<file path="src/rtl/inc_pkg.sv">
// constants for the increment and increment-skip execute block
package inc_pkg;
   localparam int          WORD_W        = 12;
   localparam int          DATA_W        = 8;
   localparam int          ADDR_W        = 5;
   localparam int          DEST_BIT      = 5;
   localparam int          ADDR_MSB      = 4;
   localparam int          OP_MSB        = 11;
   localparam int          OP_LSB        = 6;
   localparam logic [5:0]  INC_OP        = 6'h0A;  // 0010 10
   localparam logic [5:0]  INCSKIP_OP    = 6'h0F;  // 0011 11
   localparam logic [11:0] NOP_WORD      = 12'h000;
   localparam logic [4:0]  TMR_ADDR      = 5'h01;
   localparam logic [4:0]  PORT_LO_ADDR  = 5'h05;
   localparam logic [4:0]  PORT_HI_ADDR  = 5'h07;
   localparam logic [7:0]  ZERO_BYTE     = 8'h00;
   localparam logic [7:0]  ONE_BYTE      = 8'h01;
endpackage

</file>
<file path="src/rtl/inc_dec_if.sv">
// decoded fields passed from the decoder to the execute stage
`timescale 1ns/10ps
`default_nettype none
interface inc_dec_if;
   logic       is_inc;
   logic       is_skip;
   logic       dest_f;
   logic [4:0] addr;
   logic       is_port;
   logic       is_timer;
   modport dec (output is_inc, is_skip, dest_f, addr, is_port, is_timer);
   modport exe (input is_inc, is_skip, dest_f, addr, is_port, is_timer);
endinterface
`default_nettype wire

</file>
<file path="src/rtl/inc_decoder.sv">
// opcode decoder for the two increment instructions
`timescale 1ns/10ps
`default_nettype none
module inc_decoder
(
   input  wire logic [11:0] instr_i,
   inc_dec_if.dec           dec
);
   // field decode
   always_comb
   begin
      dec.is_inc   = instr_i[inc_pkg::OP_MSB:inc_pkg::OP_LSB] == inc_pkg::INC_OP;
      dec.is_skip  = instr_i[inc_pkg::OP_MSB:inc_pkg::OP_LSB] == inc_pkg::INCSKIP_OP;
      dec.dest_f   = instr_i[inc_pkg::DEST_BIT];
      dec.addr     = instr_i[inc_pkg::ADDR_MSB:0];
      dec.is_port  = (instr_i[4:0] >= inc_pkg::PORT_LO_ADDR)
                     && (instr_i[4:0] <= inc_pkg::PORT_HI_ADDR);
      dec.is_timer = instr_i[4:0] == inc_pkg::TMR_ADDR;
   end
endmodule
`default_nettype wire

</file>
<file path="src/rtl/increment_skip_exec.sv">
// execute stage for the plain increment and the increment-skip instructions
`timescale 1ns/10ps
`default_nettype none
module increment_skip_exec
(
   input  wire logic        sys_clk_i,
   input  wire logic        resetn_i,
   input  wire logic        cycle_en_i,     // one instruction cycle
   input  wire logic [11:0] instr_i,        // instruction in execute
   input  wire logic [7:0]  file_rdata_i,   // addressed register contents
   input  wire logic [7:0]  port_pins_i,    // pin levels of addressed port
   input  wire logic        psa_timer_i,    // prescaler assigned to timer
   input  wire logic        zero_flag_i,    // current zero flag
   output logic [4:0]       file_addr_o,
   output logic [7:0]       file_wdata_o,
   output logic             file_we_o,
   output logic [7:0]       acc_wdata_o,
   output logic             acc_we_o,
   output logic             zero_flag_o,
   output logic             zero_we_o,
   output logic             skip_o,         // prefetch discarded
   output logic             nop_exec_o,     // no-operation cycle running
   output logic             prescaler_clr_o
);
   //--------------------------------------------------------------
   // decode
   //--------------------------------------------------------------
   inc_dec_if dec_bus ();
   logic [7:0] pin_q1;
   logic [7:0] pin_q2;
   logic [7:0] operand;
   logic [7:0] result;
   logic       active;
   logic       skip_q;
   logic       zero_res;

   // replacement word when the prefetched one is discarded
   logic [11:0] exec_word;
   assign exec_word = skip_q ? inc_pkg::NOP_WORD : instr_i;

   inc_decoder u_dec
   (
      .instr_i (exec_word),
      .dec     (dec_bus)
   );

   // pin levels pass two flops
   always_ff @(posedge sys_clk_i)
   begin
      if (!resetn_i)
      begin
         pin_q1 <= inc_pkg::ZERO_BYTE;
         pin_q2 <= inc_pkg::ZERO_BYTE;
      end
      else
      begin
         pin_q1 <= port_pins_i;
         pin_q2 <= pin_q1;
      end
   end

   //--------------------------------------------------------------
   // datapath
   //--------------------------------------------------------------
   // zero test shared by the flag and the skip
   function automatic logic is_zero_byte(input logic [7:0] v);
      is_zero_byte = v == inc_pkg::ZERO_BYTE;
   endfunction

   // operand select, increment and zero test
   always_comb
   begin
      operand  = dec_bus.is_port ? pin_q2 : file_rdata_i;
      result   = operand + inc_pkg::ONE_BYTE;
      active   = cycle_en_i && (dec_bus.is_inc || dec_bus.is_skip);
      zero_res = is_zero_byte(result);
   end

   // register file and accumulator writes
   always_ff @(posedge sys_clk_i)
   begin
      if (!resetn_i)
      begin
         file_addr_o  <= 5'h00;
         file_wdata_o <= inc_pkg::ZERO_BYTE;
         file_we_o    <= 1'b0;
         acc_wdata_o  <= inc_pkg::ZERO_BYTE;
         acc_we_o     <= 1'b0;
      end
      else
      begin
         file_addr_o  <= dec_bus.addr;
         file_wdata_o <= result;
         acc_wdata_o  <= result;
         file_we_o    <= active && dec_bus.dest_f;
         acc_we_o     <= active && !dec_bus.dest_f;
      end
   end

   // zero flag only from the plain increment
   always_ff @(posedge sys_clk_i)
   begin
      if (!resetn_i)
      begin
         zero_flag_o <= 1'b0;
         zero_we_o   <= 1'b0;
      end
      else
      begin
         zero_we_o <= cycle_en_i && dec_bus.is_inc;
         if (cycle_en_i && dec_bus.is_inc)
            zero_flag_o <= zero_res;
         else
            zero_flag_o <= zero_flag_i;
      end
   end

   // skip: next cycle executes a no-operation
   always_ff @(posedge sys_clk_i)
   begin
      if (!resetn_i)
         skip_q <= 1'b0;
      else if (cycle_en_i)
         skip_q <= dec_bus.is_skip && zero_res;
   end

   // skip and no-operation pulses out
   always_ff @(posedge sys_clk_i)
   begin
      if (!resetn_i)
      begin
         skip_o     <= 1'b0;
         nop_exec_o <= 1'b0;
      end
      else
      begin
         skip_o     <= cycle_en_i && dec_bus.is_skip && zero_res;
         nop_exec_o <= cycle_en_i && skip_q;
      end
   end

   // prescaler clear on timer write back
   always_ff @(posedge sys_clk_i)
   begin
      if (!resetn_i)
         prescaler_clr_o <= 1'b0;
      else
         prescaler_clr_o <= active && dec_bus.dest_f && dec_bus.is_timer
                            && psa_timer_i;
   end

   //--------------------------------------------------------------
   // check helpers
   //--------------------------------------------------------------
   // a reported skip, held until the next instruction cycle
   logic skip_due_q;

   always_ff @(posedge sys_clk_i)
   begin
      if (!resetn_i)
         skip_due_q <= 1'b0;
      else if (cycle_en_i)
         skip_due_q <= 1'b0;
      else if (skip_o)
         skip_due_q <= 1'b1;
   end
endmodule
`default_nettype wire

</file>
<file path="config.mk">
export PLATFORM = sky130hd
export DESIGN_NAME = increment_skip_exec
export DESIGN_NICKNAME = d
export VERILOG_FILES = /design/src/rtl/inc_pkg.sv /design/src/rtl/inc_dec_if.sv /design/src/rtl/inc_decoder.sv /design/src/rtl/increment_skip_exec.sv
export SDC_FILE = /design/constraint.sdc
export NUM_CORES = 1
export LEC_CHECK = 0
export BUFFER_PORTS_ARGS = -buffer_cell sky130_fd_sc_hd__buf_2
export CORE_MARGIN = 5
export CORE_UTILIZATION = 50
export CTS_BUF_LIST = sky130_fd_sc_hd__clkbuf_16
export DETAILED_ROUTE_END_ITERATION = 16
export HOLD_SLACK_MARGIN = 0.08
export PLACE_DENSITY = 0.83
export SLEW_MARGIN = 20
export SYNTH_ARGS = -nofsm -noshare
export SYNTH_HDL_FRONTEND = slang
export SYNTH_SLANG_ARGS = --single-unit
</file>
<file path="constraint.sdc">
create_clock -name sys_clk_i -period 2.3 [get_ports sys_clk_i]
set_input_delay 0.46 -clock sys_clk_i [delete_from_list [all_inputs] [get_ports sys_clk_i]]
set_output_delay 0.46 -clock sys_clk_i [all_outputs]
set_load 0.02 [all_outputs]
</file>
==> results.toml <==
[global_routing]
grt_max_degree = 20
grt_overflow_total = 0
grt_pass1_vias = 1169
antenna_found_initial = 0
grt_pass1_wl_um = 4930
globalRouteTotalUtil = 0.154

[critical_path]
regToRegStartpoint = "skip_q"
critPathSlowestCell = "dfxtp_1"
path_delay_family = "compound AO/OA/AOI/OAI gates"
crit_type = "flop to flop"
path_buf_inv = 1
rrSetupSlack_ps = 560
crit_fanout = 14
critPathMaxStageDelay_ps = 390
cp.arrival_ps = 1920
worstPathRequired_ps = 2480
reg2reg_depth = 6
start_kind = "flop"
crit_chain = "nor3_2, o211a_1, buf_4, mux2i_2, nand2_2, o32ai_2"
r2r-end = "skip_q"
end_kind = "flop"

[flow_run]
maxCapViolCount = 0

[routing]
route.detailed.drc = 0
wire_per_inst_um = 12.3
routed_wl_um = 2760
wl_met1_um = 981
dr_wl_met2_um = 1490
firstDrtPassIters = 2
drtIter0Drc = 24
top_layer = "met4"
via_per_inst = 4.96
postRouteAntennaNets = 0
wl_met3_um = 230
vias = 1115

[clock_network]
clkSlewWorstSetupHoldPaths_ps = 50
clkLatencyLatePin_ps = 270
root_buffer = "clkbuf_16"
clock-sinks = 37
cts_hold_buffers = 0
cts_tree = "yes"
clk_path_buf_depth = 2
cts_resized = 0
post_cts_buffers = 0
cts_buffers = 5
htreeDepth = 2

[sta]
tightest_slew_ps = 375
fin_hold_ws_ps = 389
tns_ps = 0
period_share = 0.756
rsz0062_at_grt = "false"
drv_slew = 0
setup_violations = 0
finClkSkew_ps = 2.13
fin_crit_ps = 1740
slew_headroom = 0.748
hold_violations = 0
fmax_mhz = 575
fin_ws_ps = 562

[synth]
synth.distinct_cells = 33
ys_async_sr_fraction = 0
yosys_warnings = 0
synth_edf_count = 0
syn_avg_cell_area_um2 = 10.5
synth_seq_cells = 37
synth_nets = 170
syn_inst = 137
yosys_most_used_dff = "dfxtp_1"
ys_seq_area_frac = 0.514
synth_area_um2 = 1440

[floorplan]
rows = 19
ios = 61
start_util = 0.522
coreArea_um2 = 2760
fp.dieArea_um2 = 4050
die_w_um = 63.7
die_h_um = 63.7

[pwr]
total_power_mw = 1.46
power_density_nw_per_um2 = 790
power_leakage_nw = 0.899
irDropWorstVdd_v = 0.000695

[min_path]
holdPathStages = 2
holdPathEnd = "pin_q1[1]"
holdCritPathClass = "input pin to flop"
worstHoldStart = "port_pins_i[1]"

[placed_design]
detailed_place_hpwl_um = 2190
dp.cells = 217
dp_slack_ps = 459
gp_congestion = 0.707
portBuffers = 60

[cells_and_area]
layout.cells.non_filler = 225
syn_to_final_growth_pct = 28.1
drive_gt1_frac = 0.397
diodes = 0
nets = 226

[run_status]
outcome = "finished clean"
## layer usage
| layer | track usage | up-vias |
|---|---|---|
| met5 | 0 | - |
| met4 | 0.0701 | 0 |
| met3 | 0.0657 | 8 |
| met2 | 0.277 | 32 |
| met1 | 0.150 | 514 |
| li1 | - | 561 |
## sequential cells by signal (all words and copies together) (netlist names)
register         cells
prescaler_clr_o      1
file_we_o            1
zero_we_o            1
acc_we_o             1
pin_q2               8
skip_q               1
nop_exec_o           1
file_addr_o          5
pin_q1               8
skip_o               1
acc_wdata_o          8
zero_flag_o          1
## final cells by class
type,instances,area [um2]
Clock buffer,5,125
Timing Repair Buffer,62,315
Inverter,2,7.51
Clock inverter,3,12.5
Fill cell,222,913
Multi-Input combinational cell,85,604
Tap cell,31,38.8
Sequential cell,37,741
## through the flow
step	area, um2	util
after global placement	1710	0.619
final	1840	0.669
after floorplan	1440	-
after CTS	1840	0.669
after detailed placement	1710	0.619
after global routing	1840	0.669
## worst max-delay path by stage
stage,startpoint,end,depth (start not counted)
finish,skip_q,skip_q,6
global route,skip_q,skip_q,6
CTS,skip_q,skip_q,6
detailed placement,instr_i[3],skip_q,7
global placement,instr_i[3],skip_q,7
floorplan,instr_i[3],acc_wdata_o[7],6
## cell usage after synthesis, types with 2 or more instances
library cell	number	area, um2
clkbuf_1	3	11.3
xnor2_1	6	52.6
o211a_1	6	60.1
nand3_1	4	20.0
and3_1	2	12.5
and2_1	23	144
nor3_2	2	20.0
nand2_2	2	12.5
buf_4	8	60.1
nand4_1	2	12.5
inv_1	2	7.51
dfxtp_1	37	741
xor2_1	7	61.3
nand2_1	13	48.8
and4_1	2	17.5
## layout by cell type (no fill, tap or decap), types with 2 or more instances in the layout
| cell | instances |
|---|---|
| and2_1 | 23 |
| and3_1 | 2 |
| and4_1 | 2 |
| buf_2 | 60 |
| buf_4 | 2 |
| clkbuf_16 | 5 |
| clkinv_1 | 2 |
| dfxtp_1 | 37 |
| inv_1 | 2 |
| nand2_1 | 13 |
| nand2_2 | 2 |
| nand3_1 | 4 |
| nand4_1 | 2 |
| nor3_2 | 2 |
| o211a_1 | 6 |
| xnor2_1 | 6 |
| xor2_1 | 7 |
## kinds of logic after synthesis
family / synth area share
AO/OA/AOI/OAI: 0.0808
buffers and inverters: 0.0660
XOR/XNOR: 0.0791
multiplexers: 0.0269
flip-flops: 0.514
AND/OR/NAND/NOR: 0.233
## power by group
part / internal [mW] / total, mW / leakage (nW) / switching [mW]
sequential: 0.672 / 0.683 / 0.305 / 0.0113
combinational: 0.0699 / 0.157 / 0.525 / 0.0876
clock: 0.390 / 0.616 / 0.0687 / 0.225
No activity file was read; power rests on OpenSTA's default activity.
